==> config.mk <==
export PLATFORM = sky130hd
export DESIGN_NAME = high_speed_counter_core
export DESIGN_NICKNAME = d
export VERILOG_FILES = /design/src/hsc_pkg.sv /design/src/high_speed_counter_core.sv
export SDC_FILE = /design/constraint.sdc
export NUM_CORES = 1
export LEC_CHECK = 0
export BUFFER_PORTS_ARGS = -buffer_cell sky130_fd_sc_hd__buf_2
export CORE_ASPECT_RATIO = 1.1
export CORE_MARGIN = 2
export CORE_UTILIZATION = 49
export DETAILED_ROUTE_END_ITERATION = 7
export GPL_TIMING_DRIVEN = 1
export PLACE_DENSITY_LB_ADDON = 0.3
export SLEW_MARGIN = 10
export SYNTH_ARGS = -nofsm -noshare
export SYNTH_HDL_FRONTEND = slang
export SYNTH_SLANG_ARGS = --single-unit
==> constraint.sdc <==
create_clock -name sys_clk -period 19.7 [get_ports sys_clk]
set_input_delay 1.97 -clock sys_clk [delete_from_list [all_inputs] [get_ports sys_clk]]
set_output_delay 1.97 -clock sys_clk [all_outputs]
set_load 0.005 [all_outputs]
==> src/hsc_pkg.sv <==
package hsc_pkg;
  // Timing
  localparam int CLK_PERIOD_NS = 10;
  localparam int NS_PER_US = 1000;
  localparam int FLT_W = 24;
  localparam int TICK_W = 24;
  localparam int CNT_W = 32;
  localparam int CMP_N = 16;
  // A/B/Z filter time constants, ns
  localparam int ABZ_T1_NS = 100;
  localparam int ABZ_T2_NS = 200;
  localparam int ABZ_T3_NS = 500;
  localparam int ABZ_T4_NS = 1000;
  localparam int ABZ_T5_NS = 2000;
  localparam int ABZ_T6_NS = 10000;
  // Control filter time constants, us
  localparam int CTL_T1_US = 2;
  localparam int CTL_T2_US = 5;
  localparam int CTL_T3_US = 10;
  localparam int CTL_T4_US = 20;
  localparam int CTL_T5_US = 50;
  localparam int CTL_T6_US = 100;
  localparam int CTL_T7_US = 500;
  localparam int CTL_T8_US = 1000;
  localparam int CTL_T9_US = 2000;
  localparam int CTL_T10_US = 5000;
  localparam int CTL_T11_US = 10000;
  localparam logic [3:0] CTL_FLT_DEFAULT = 4'h9;
  // Internal clock periods, ns
  localparam int ICLK0_NS = 250;
  localparam int ICLK1_NS = 1000;
  localparam int ICLK2_NS = 10000;
  localparam int ICLK3_NS = 100000;
  // Count source
  localparam logic [2:0] SRC_EXT = 3'h0;
  localparam logic [2:0] SRC_I0 = 3'h1;
  localparam logic [2:0] SRC_I1 = 3'h2;
  localparam logic [2:0] SRC_I2 = 3'h3;
  localparam logic [2:0] SRC_I3 = 3'h4;
  // Count method
  localparam logic [2:0] MTH_QX1 = 3'h0;
  localparam logic [2:0] MTH_QX2 = 3'h1;
  localparam logic [2:0] MTH_QX4 = 3'h2;
  localparam logic [2:0] MTH_IX1 = 3'h3;
  localparam logic [2:0] MTH_IX2 = 3'h4;
  localparam logic [2:0] MTH_DX1 = 3'h5;
  localparam logic [2:0] MTH_DX2 = 3'h6;
  // Z function
  localparam logic [3:0] ZF_NONE = 4'h0;
  localparam logic [3:0] ZF_CLR_RISE = 4'h1;
  localparam logic [3:0] ZF_CLR_FALL = 4'h2;
  localparam logic [3:0] ZF_CLR_HIGH = 4'h3;
  localparam logic [3:0] ZF_CLR_LOW = 4'h4;
  localparam logic [3:0] ZF_PRE_RISE = 4'h5;
  localparam logic [3:0] ZF_PRE_FALL = 4'h6;
  localparam logic [3:0] ZF_PRE_HIGH = 4'h7;
  localparam logic [3:0] ZF_PRE_LOW = 4'h8;
  // Control 0 function
  localparam logic [2:0] C0_NONE = 3'h0;
  localparam logic [2:0] C0_EN_POS = 3'h1;
  localparam logic [2:0] C0_EN_NEG = 3'h2;
  localparam logic [2:0] C0_POS_CLR = 3'h3;
  localparam logic [2:0] C0_NEG_CLR = 3'h4;
  localparam logic [2:0] C0_POS_PRE = 3'h5;
  localparam logic [2:0] C0_NEG_PRE = 3'h6;
  // Control 1 function
  localparam logic [1:0] C1_NONE = 2'h0;
  localparam logic [1:0] C1_EN_POS = 2'h1;
  localparam logic [1:0] C1_EN_NEG = 2'h2;
  // Capture trigger select
  localparam logic [2:0] CAP_NONE = 3'h0;
  localparam logic [2:0] CAP_C0_RISE = 3'h1;
  localparam logic [2:0] CAP_C0_FALL = 3'h2;
  localparam logic [2:0] CAP_C1_RISE = 3'h3;
  localparam logic [2:0] CAP_C1_FALL = 3'h4;
  localparam logic signed [CNT_W-1:0] CNT_ZERO = 32'sh0;
  localparam logic signed [CNT_W-1:0] CNT_ONE = 32'sh1;
endpackage

==> src/high_speed_counter_core.sv <==
`timescale 1ns/10ps
// How it works
// - Channel runs linear or ring; linear is the default.
// - Reverse direction swaps up and down; normal is default.
// - Source: external inputs or internal 0.25, 1, 10, 100 us clocks.
// - Methods: quadrature x1/x2/x4, up/down x1/x2, dir+pulse x1/x2.
// - Z clears count on rise, fall, high or low level.
// - Z loads preset on rise, fall, high or low level.
// - Control 0 gates by level, optionally with clear or preset edge.
// - Control 1 unused or gates at positive or negative level.
// - Reset loads count with the configured default value.
// - A and B share a bypassable filter, 0.1 to 10 us.
// - Z has its own filter with the same choices.
// - Control inputs have a bypassable filter, default 2 ms.
// - A control used for gating cannot trigger capture.
// - Each match flag may clear the count on rise or fall.
module high_speed_counter_core
  import hsc_pkg::*;
#(
  parameter int US_CYCLES = NS_PER_US / CLK_PERIOD_NS
) (
  input wire logic sys_clk,
  input wire logic rst,
  // Pins
  input wire logic a_in,
  input wire logic b_in,
  input wire logic z_in,
  input wire logic ctl0_in,
  input wire logic ctl1_in,
  // Configuration
  input wire logic ring_mode,
  input wire logic ovf_en,
  input wire logic reverse_dir,
  input wire logic [2:0] src_sel,
  input wire logic [2:0] method_sel,
  input wire logic [3:0] z_func,
  input wire logic [2:0] ctl0_func,
  input wire logic [1:0] ctl1_func,
  input wire logic [2:0] ab_flt_sel,
  input wire logic [2:0] z_flt_sel,
  input wire logic [3:0] ctl_flt_sel,
  input wire logic signed [hsc_pkg::CNT_W-1:0] upper_lim,
  input wire logic signed [hsc_pkg::CNT_W-1:0] lower_lim,
  input wire logic signed [hsc_pkg::CNT_W-1:0] default_val,
  input wire logic signed [hsc_pkg::CNT_W-1:0] preset_val,
  input wire logic [2:0] cap0_sel,
  input wire logic [2:0] cap1_sel,
  // Comparison match clear
  input wire logic [hsc_pkg::CMP_N-1:0] cmp_match,
  input wire logic [hsc_pkg::CMP_N-1:0] cmp_rst_rise,
  input wire logic [hsc_pkg::CMP_N-1:0] cmp_rst_fall,
  input wire logic flag_clr,
  // Status
  output logic signed [hsc_pkg::CNT_W-1:0] count_r,
  output logic ovf_r,
  output logic unf_r,
  output logic cap0_trig_r,
  output logic cap1_trig_r,
  output logic cap_conflict
);
  import hsc_pkg::*;

  function automatic logic [FLT_W-1:0] abz_lim(input logic [2:0] sel);
    int ns;
    case (sel)
      3'h1: ns = ABZ_T1_NS;
      3'h2: ns = ABZ_T2_NS;
      3'h3: ns = ABZ_T3_NS;
      3'h4: ns = ABZ_T4_NS;
      3'h5: ns = ABZ_T5_NS;
      3'h6: ns = ABZ_T6_NS;
      default: ns = 0;
    endcase
    return (ns == 0) ? '0 : FLT_W'(ns / CLK_PERIOD_NS - 1);
  endfunction

  function automatic logic [FLT_W-1:0] ctl_lim(input logic [3:0] sel);
    int us;
    case (sel)
      4'h1: us = CTL_T1_US;
      4'h2: us = CTL_T2_US;
      4'h3: us = CTL_T3_US;
      4'h4: us = CTL_T4_US;
      4'h5: us = CTL_T5_US;
      4'h6: us = CTL_T6_US;
      4'h7: us = CTL_T7_US;
      4'h8: us = CTL_T8_US;
      4'h9: us = CTL_T9_US;
      4'ha: us = CTL_T10_US;
      4'hb: us = CTL_T11_US;
      default: us = 0;
    endcase
    return (us == 0) ? '0 : FLT_W'(us * US_CYCLES - 1);
  endfunction

  logic [4:0] sy1_r, sy2_r, flt_r, fltd_r;
  logic [FLT_W-1:0] fcnt_r [5];
  logic [FLT_W-1:0] flim [5];
  logic [TICK_W-1:0] tick_r, tick_lim;
  logic tick;
  logic a, b, z, c0, c1, arise, aedge, brise, bedge;
  logic zrise, zfall, c0rise, c0fall, c1rise, c1fall;
  logic raw_up, raw_dn, step_up, step_dn, gate, do_clr, do_pre, cmp_clr;
  logic at_upper, at_lower, ovf_ev, unf_ev;
  logic [CMP_N-1:0] cmpd_r;
  logic signed [CNT_W-1:0] count_nxt;

  // Two-stage synchronisers keep sampling in reset, so filters start at pin level
  always_ff @(posedge sys_clk) begin
    sy1_r <= {ctl1_in, ctl0_in, z_in, b_in, a_in};
    sy2_r <= sy1_r;
  end

  assign flim[0] = abz_lim(ab_flt_sel);
  assign flim[1] = abz_lim(ab_flt_sel);
  assign flim[2] = abz_lim(z_flt_sel);
  assign flim[3] = ctl_lim(ctl_flt_sel);
  assign flim[4] = ctl_lim(ctl_flt_sel);

  // Output follows input once it held for the selected time
  always_ff @(posedge sys_clk) begin
    for (int i = 0; i < 5; i++) begin
      if (rst) begin
        fcnt_r[i] <= '0;
        // Primed to the pin level: an idle-high pin gives no edge after reset
        flt_r[i] <= sy2_r[i];
      end else if (sy2_r[i] == flt_r[i]) begin
        fcnt_r[i] <= '0;
      end else if (fcnt_r[i] >= flim[i]) begin
        fcnt_r[i] <= '0;
        flt_r[i] <= sy2_r[i];
      end else begin
        fcnt_r[i] <= fcnt_r[i] + 1'b1;
      end
    end
  end

  // Previous levels track through reset, so no false edge follows it
  always_ff @(posedge sys_clk) begin
    fltd_r <= flt_r;
    cmpd_r <= cmp_match;
  end

  assign {c1, c0, z, b, a} = flt_r;
  assign arise = a & ~fltd_r[0];
  assign aedge = a ^ fltd_r[0];
  assign brise = b & ~fltd_r[1];
  assign bedge = b ^ fltd_r[1];
  assign zrise = z & ~fltd_r[2];
  assign zfall = ~z & fltd_r[2];
  assign c0rise = c0 & ~fltd_r[3];
  assign c0fall = ~c0 & fltd_r[3];
  assign c1rise = c1 & ~fltd_r[4];
  assign c1fall = ~c1 & fltd_r[4];

  // Internal clock tick
  always_comb begin
    case (src_sel)
      SRC_I0: tick_lim = TICK_W'(ICLK0_NS * US_CYCLES / NS_PER_US - 1);
      SRC_I1: tick_lim = TICK_W'(ICLK1_NS * US_CYCLES / NS_PER_US - 1);
      SRC_I2: tick_lim = TICK_W'(ICLK2_NS * US_CYCLES / NS_PER_US - 1);
      SRC_I3: tick_lim = TICK_W'(ICLK3_NS * US_CYCLES / NS_PER_US - 1);
      default: tick_lim = '0;
    endcase
  end

  always_ff @(posedge sys_clk) begin
    if (rst || src_sel == SRC_EXT || tick_r >= tick_lim) begin
      tick_r <= '0;
    end else begin
      tick_r <= tick_r + 1'b1;
    end
  end

  assign tick = (src_sel != SRC_EXT) && (tick_r >= tick_lim);

  // Count method decode
  always_comb begin
    raw_up = 1'b0;
    raw_dn = 1'b0;
    if (src_sel != SRC_EXT) begin
      raw_up = tick;
    end else begin
      case (method_sel)
        MTH_QX1: begin
          raw_up = arise & ~b;
          raw_dn = arise & b;
        end
        MTH_QX2: begin
          raw_up = aedge & (a != b);
          raw_dn = aedge & (a == b);
        end
        MTH_QX4: begin
          raw_up = (aedge & (a != b)) | (bedge & (a == b));
          raw_dn = (aedge & (a == b)) | (bedge & (a != b));
        end
        MTH_IX1: begin
          raw_up = arise;
          raw_dn = brise;
        end
        MTH_IX2: begin
          raw_up = aedge;
          raw_dn = bedge;
        end
        MTH_DX1: begin
          raw_up = arise & ~b;
          raw_dn = arise & b;
        end
        MTH_DX2: begin
          raw_up = aedge & ~b;
          raw_dn = aedge & b;
        end
        default: begin
          raw_up = 1'b0;
          raw_dn = 1'b0;
        end
      endcase
    end
  end

  // Gating by control inputs
  always_comb begin
    gate = 1'b1;
    case (ctl0_func)
      C0_EN_POS, C0_POS_CLR, C0_POS_PRE: gate = c0;
      C0_EN_NEG, C0_NEG_CLR, C0_NEG_PRE: gate = ~c0;
      default: gate = 1'b1;
    endcase
    case (ctl1_func)
      C1_EN_POS: gate = gate & c1;
      C1_EN_NEG: gate = gate & ~c1;
      default: gate = gate;
    endcase
  end

  // Simultaneous up and down cancel
  assign step_up = gate & ((reverse_dir ? raw_dn : raw_up) & ~(raw_up & raw_dn));
  assign step_dn = gate & ((reverse_dir ? raw_up : raw_dn) & ~(raw_up & raw_dn));

  assign cmp_clr = |((cmp_rst_rise & cmp_match & ~cmpd_r)
                   | (cmp_rst_fall & ~cmp_match & cmpd_r));

  always_comb begin
    do_clr = cmp_clr;
    do_pre = 1'b0;
    case (z_func)
      ZF_CLR_RISE: do_clr = do_clr | zrise;
      ZF_CLR_FALL: do_clr = do_clr | zfall;
      ZF_CLR_HIGH: do_clr = do_clr | z;
      ZF_CLR_LOW: do_clr = do_clr | ~z;
      ZF_PRE_RISE: do_pre = zrise;
      ZF_PRE_FALL: do_pre = zfall;
      ZF_PRE_HIGH: do_pre = z;
      ZF_PRE_LOW: do_pre = ~z;
      default: do_pre = 1'b0;
    endcase
    case (ctl0_func)
      C0_POS_CLR: do_clr = do_clr | c0rise;
      C0_NEG_CLR: do_clr = do_clr | c0fall;
      C0_POS_PRE: do_pre = do_pre | c0rise;
      C0_NEG_PRE: do_pre = do_pre | c0fall;
      default: do_pre = do_pre;
    endcase
  end

  assign at_upper = count_r >= upper_lim;
  assign at_lower = count_r <= lower_lim;
  assign ovf_ev = ~do_clr & ~do_pre & step_up & at_upper;
  assign unf_ev = ~do_clr & ~do_pre & step_dn & at_lower;

  // Clear beats preset beats counting
  always_comb begin
    count_nxt = count_r;
    if (do_clr) begin
      count_nxt = CNT_ZERO;
    end else if (do_pre) begin
      count_nxt = preset_val;
    end else if (step_up) begin
      if (!at_upper) begin
        count_nxt = CNT_W'(count_r + CNT_ONE);
      end else if (ring_mode) begin
        count_nxt = lower_lim;
      end
    end else if (step_dn) begin
      if (!at_lower) begin
        count_nxt = CNT_W'(count_r - CNT_ONE);
      end else if (ring_mode) begin
        count_nxt = upper_lim;
      end
    end
  end

  always_ff @(posedge sys_clk) begin
    if (rst) begin
      count_r <= default_val;
    end else begin
      count_r <= count_nxt;
    end
  end

  // Sticky flags, a new event wins over the clear
  always_ff @(posedge sys_clk) begin
    if (rst) begin
      ovf_r <= 1'b0;
      unf_r <= 1'b0;
    end else begin
      ovf_r <= (ovf_en & ovf_ev) | (ovf_r & ~flag_clr);
      unf_r <= (ovf_en & unf_ev) | (unf_r & ~flag_clr);
    end
  end

  function automatic logic cap_hit(input logic [2:0] sel, input logic b0, input logic b1,
                                   input logic r0, input logic f0, input logic r1,
                                   input logic f1);
    case (sel)
      CAP_C0_RISE: return r0 & ~b0;
      CAP_C0_FALL: return f0 & ~b0;
      CAP_C1_RISE: return r1 & ~b1;
      CAP_C1_FALL: return f1 & ~b1;
      default: return 1'b0;
    endcase
  endfunction

  always_ff @(posedge sys_clk) begin
    if (rst) begin
      cap0_trig_r <= 1'b0;
      cap1_trig_r <= 1'b0;
    end else begin
      cap0_trig_r <= cap_hit(cap0_sel, ctl0_func != C0_NONE, ctl1_func != C1_NONE,
                             c0rise, c0fall, c1rise, c1fall);
      cap1_trig_r <= cap_hit(cap1_sel, ctl0_func != C0_NONE, ctl1_func != C1_NONE,
                             c0rise, c0fall, c1rise, c1fall);
    end
  end

  assign cap_conflict = (ctl0_func != C0_NONE
                         && (cap0_sel == CAP_C0_RISE || cap0_sel == CAP_C0_FALL
                             || cap1_sel == CAP_C0_RISE || cap1_sel == CAP_C0_FALL))
                     || (ctl1_func != C1_NONE
                         && (cap0_sel == CAP_C1_RISE || cap0_sel == CAP_C1_FALL
                             || cap1_sel == CAP_C1_RISE || cap1_sel == CAP_C1_FALL));
endmodule

# Yosys cells after proc, flatten, opt, wreduce, memory -nomap -nowiden
# Memories as Yosys holds them, arrays and structs flattened.
# Index checks and enable logic that the tools add are counted.
[word_totals]
inputBits = 218
out_inout_bits = 37
romBits = 416
latch_bits = 0
regBits = 96
memories = 3
ramBits = 120
[mem_list]
columns = ["memory", "depth", "word_bits", "read_ports", "rd_ports_with_merged_regs", "wr", "line", "rtl"]
rows = [
  ["(no name shown)", 16, 13, 1, 0, 0, "high_speed_counter_core.sv:79", "case (sel)"],
  ["(no name shown)", 16, 13, 1, 0, 0, "high_speed_counter_core.sv:79", ""],
  ["fcnt_r", 5, 24, 5, 0, 5, "high_speed_counter_core.sv:97", "logic [FLT_W-1:0] fcnt_r [5];"],
]
[classes]
reduce_logical = 37
bitwise = 87
shifts = 0
n_mul = 2
magnitude_cmp = 8
n_addsub = 12
muxes = 117
n_eq_ne = 60
n_div = 2
[ops]
columns = ["operator", "n"]
rows = [
  ["2-to-1 mux 24 bit", 19],
  ["2-to-1 mux 32 bit", 9],
  ["one-hot mux 14 bit (6 select lines)", 2],
  ["adder 24 x 1 -> 24 bit, second input constant", 6],
  ["greater-or-equal comparator 24 bit", 6],
  ["logical NOT 32 bit", 4],
  ["subtractor 24 x 2 -> 24 bit, second input constant", 4],
  ["2-to-1 mux 1 bit", 76],
  ["AND 16 bit", 4],
  ["divider 32 x 5 -> 32 bit, second input constant", 2],
  ["multiplier 32 x 6 -> 22 bit, second input constant", 2],
  ["one-hot mux 14 bit (4 select lines)", 1],
  ["equality test 3 bit, second input constant", 15],
  ["equality test 3 x 2 -> 1 bit, second input constant", 14],
  ["AND 1 bit", 36],
  ["adder 32 x 2 -> 32 bit, second input constant", 1],
  ["greater-or-equal comparator 32 bit", 1],
  ["<= comparator 32 bit", 1],
  ["inverter 16 bit", 2],
  ["subtractor 32 x 2 -> 32 bit, second input constant", 1],
  ["OR 1 bit", 27],
  ["equality test 3 x 1 -> 1 bit, second input constant", 7],
  ["equality test 4 x 3 -> 1 bit, second input constant", 4],
  ["OR 16 bit", 1],
  ["25 further kinds", 80],
]

# Longest topological paths before layout
[depth]
word_depth = 15
depth_mapped = 44

# Least setup slack after synthesis
# No wires, ideal clock.
[synth_timing]
path_kind = "input -> register"
start = "input port ab_flt_sel[2]"
end = "memory fcnt_r[0][10] (data pin)"
t_required_ns = 19.560
path_buffers = 5
path_slack_ns = 10.086
path_stages = 42
t_arrival_ns = 9.474
setup_ns = 0.140
cell_sequence = "buf_2 -> and3b_1 -> buf_2 -> inv_1 -> ha_1 -> clkbuf_1 -> xnor2_1 -> a21oi_1 -> and2_1 -> ha_1 -> a211oi_1 -> a21o_1 -> a21boi_1 -> o221ai_2 -> nor2_1 -> a32oi_1 -> a21oi_1 -> a211oi_2 -> [6 not listed] -> nand2b_1 -> o2111ai_1 -> a221oi_1 -> ha_1 -> nand2b_1 -> a21oi_1 -> nor2b_1 -> o21ai_0 -> nand2b_1 -> a21oi_1 -> nor2b_1 -> o21ai_0 -> nand2b_1 -> a21oi_1 -> nor4_1 -> a211o_1 -> clkbuf_1 -> nor2_1"
[synth_rtl]
columns = ["item", "line", "rtl"]
rows = [
  ["from (decl)", "high_speed_counter_core.sv:39", "input wire logic [2:0] ab_flt_sel,"],
  ["to (decl)", "high_speed_counter_core.sv:97", ""],
]

==> results.yml <==
grt:
  grt_max_degree: 66
  antenna_found_initial: 2
  grt_use_total_pct: 26.7
  global_route.overflow_total: 0
  grt_pass1_vias: 20237
  grt_pass1_wl_um: 101000
place:
  dp_cells: 3512
  dp_hpwl_um: 47800
  placed_cell_area_mm2: 0.0238
  place.gp.congestion: 1.00
  port_buffers: 254
timing:
  setup_violations: 0
  slew_headroom_pct: 23.4
  finalCritPeriodShare_pct: 59.1
  worst_pin_slew_ns: 1.15
  grt_setup_unrepaired: "false"
  fmax_mhz: 85.8
  finalMaxSlewViolations: 0
  hold_viol_final: 0
  setup_tns_ns: 0
  finClkSkew_ns: 0.0142
  final.min_clock_period_ns: 11.65
routing:
  ant_nets: 0
  detail_route.wl_per_cell_um: 17.4
  wl_met2_um: 30000
  vias: 20726
  vias_per_cell: 5.81
  drt_iter0_markers: 1568
  route.detailed.drc: 0
  dr.pass1.iters: 6
  dr_wl_met3_um: 4470
  dr.max_layer_used: "met5"
  detail_route.wirelength_um: 62100
  wirelength_met1_um: 25600
die:
  core_mm2: 0.0434
  rows: 80
  die_area_mm2: 0.0457
  pin_count: 255
  initial_core_util_pct: 49.6
  die_w_um: 204
  dieHeight_um: 224
outcome:
  status: "complete, no violations"
finish:
  mostFrequentLayoutCells: "nand2_1, nor2_1, buf_2"
  multi_input_area_mm2: 0.0152
  drive_gt1_share_pct: 12.5
  area_growth_pct: 14.8
  seqCellArea_mm2: 0.00590
  nNetsFinal: 3421
  final_common_cell: "nand2_1"
  post-route-util_pct: 57.0
  fin_cells: 3565
  finalInstanceArea_mm2: 0.0247
  fillCellCount: 4027
power:
  fin_total_pwr_mw: 1.53
  p_per_area_mw_per_mm2: 61.7
  leakage_nw: 11.2
  ir_drop_mv: 0.0621
synth:
  synth.distinct_cells: 109
  seq_area_frac_synth_pct: 27.4
  synth-seq-cells: 216
  yosysWarningCount: 0
  avgSynthCellArea_um2: 8.20
  synth-async-reset-ratio_pct: 0
  synthFlopType: "edfxtp_1"
  synth_area_mm2: 0.0216
  syn_inst: 2629
  synth_edf_count: 157
cts:
  clock_latency_ns: 0.54
  numCtsBuffers: 26
  cts_root_buf: "clkbuf_16"
  cts_setup_buffers: 0
  clkSinkCount: 216
  cts.path.max_buffers: 3
  cts_tree: "done"
  ctsHoldBuffers: 0
  path_clk_slew_ns: 0.05
  cts.repair.resized: 0
  cts-htree-levels: 1
worst_setup_path:
  worstSetupPathType: "in -> reg"
  endpoint_kind: "flop"
  r2r_slack_ns: 14.45
  crit_path_max_incr_delay_ns: 0.85
  cp_data_required_time_ns: 20.09
  cp_slowest_cell: "nor3b_2"
  path_max_fanout: 36
  worstPathArrival_ns: 12.04
  start_kind: "input port"
flow_run:
  drv_cap: 0
worst_hold_path:
  hp-class: "reg -> reg"
-- cell families after synthesis --
logic type	after synthesis	share of synthesized area (%)
buf+inv	285	5.18
other cells	2	0.0348
mux	49	2.31
flops	216	27.4
xor+xnor	199	8.12
simple gates	1013	23.0
fa+ha+maj	240	14.2
compound gates	625	19.7
-- layout make-up --
type / count / share of cell area (%)
inverter: 157 / 2.38
clock inverter: 8 / 0.506
sequential: 216 / 23.8
timing repair buffer: 270 / 5.62
multi-input combinational: 2295 / 61.4
tap: 574 / 2.90
clock buffer: 40 / 3.30
antenna: 5 / 0.0506
-- cell usage after synthesis (11+ instances only) --
cell type  instances  area share [%]
a211oi_1          70             2.4
o31ai_1           34             1.2
nor4_1            37             1.1
nor2_1           258             4.5
nand3_1          100             2.3
mux2i_1           43             2.0
ha_1             228              13
a21oi_1          125             2.9
nand3b_1          14            0.49
or3_1             12            0.35
dfxtp_1           59             5.5
nor3_1            79             1.8
xnor2_1           89             3.6
o21ai_0          131             3.0
o21a_1            22            0.77
a21o_1            64             2.2
nor2b_1           31            0.90
o211ai_1          19            0.66
a31oi_1           12            0.35
xor2_1           109             4.4
edfxtp_1         157              22
nand2b_1          40             1.2
o22ai_1           19            0.55
and3_1            43             1.2
and2_1            18            0.52
or4_1             11            0.38
buf_2             14            0.33
clkbuf_1          97             1.7
or2_2             12            0.35
nand4_1           39             1.1
inv_1            153             2.7
nand2_1          270             4.7
-- routing by layer --
layer / up-vias / global-route usage (%)
li1: 10090 / -
met1: 9726 / 32.9
met2: 770 / 47.5
met3: 138 / 3.33
met4: 2 / 9.63
met5: - / 0
-- registers in the layout, summed over array words and instances (netlist names), 5 cells and up --
name,cells
cmpd_r,16
flt_r,5
sy1_r,5
fcnt_r,120
tick_r,24
sy2_r,5
count_r,32
fltd_r,5
-- report_power, final --
part | total [mW] | internal, mW | switching, mW | leakage, nW
combinational | 0.467 | 0.188 | 0.279 | 8.60
clock | 0.516 | 0.325 | 0.191 | 0.461
sequential | 0.543 | 0.514 | 0.0297 | 2.13
-- worst max-delay path, delay by kind of cell --
kind / cells / cell delay [ns]
AOI/OAI and AO/OA: 15 / 3.54
xor gates and xnor gates: 1 / 0.21
adders and majority gates: 4 / 1.23
buffers and inverters: 2 / 0.84
and+or+nand+nor: 16 / 4.23
-- final timing paths --
kind                                    start            end  depth (start not counted)
worst max-delay path            ab_flt_sel[1]  fcnt_r[0][10]                         38
worst min-delay path                 sy1_r[1]       sy2_r[1]                          0
worst max register to register      tick_r[0]    count_r[29]                         18
worst min register to register       sy1_r[1]       sy2_r[1]                          0
-- per-stage QoR --
| step | setup slack [ns] | hold slack [ns] |
|---|---|---|
| floorplan | 10.09 | 0.310 |
| global placement | 8.10 | 0.313 |
| detailed placement | 7.70 | 0.313 |
| CTS | 8.30 | 0.327 |
| global route | 7.26 | 0.332 |
| finish | 8.05 | 0.324 |
(Power assumes the default switching activity.)
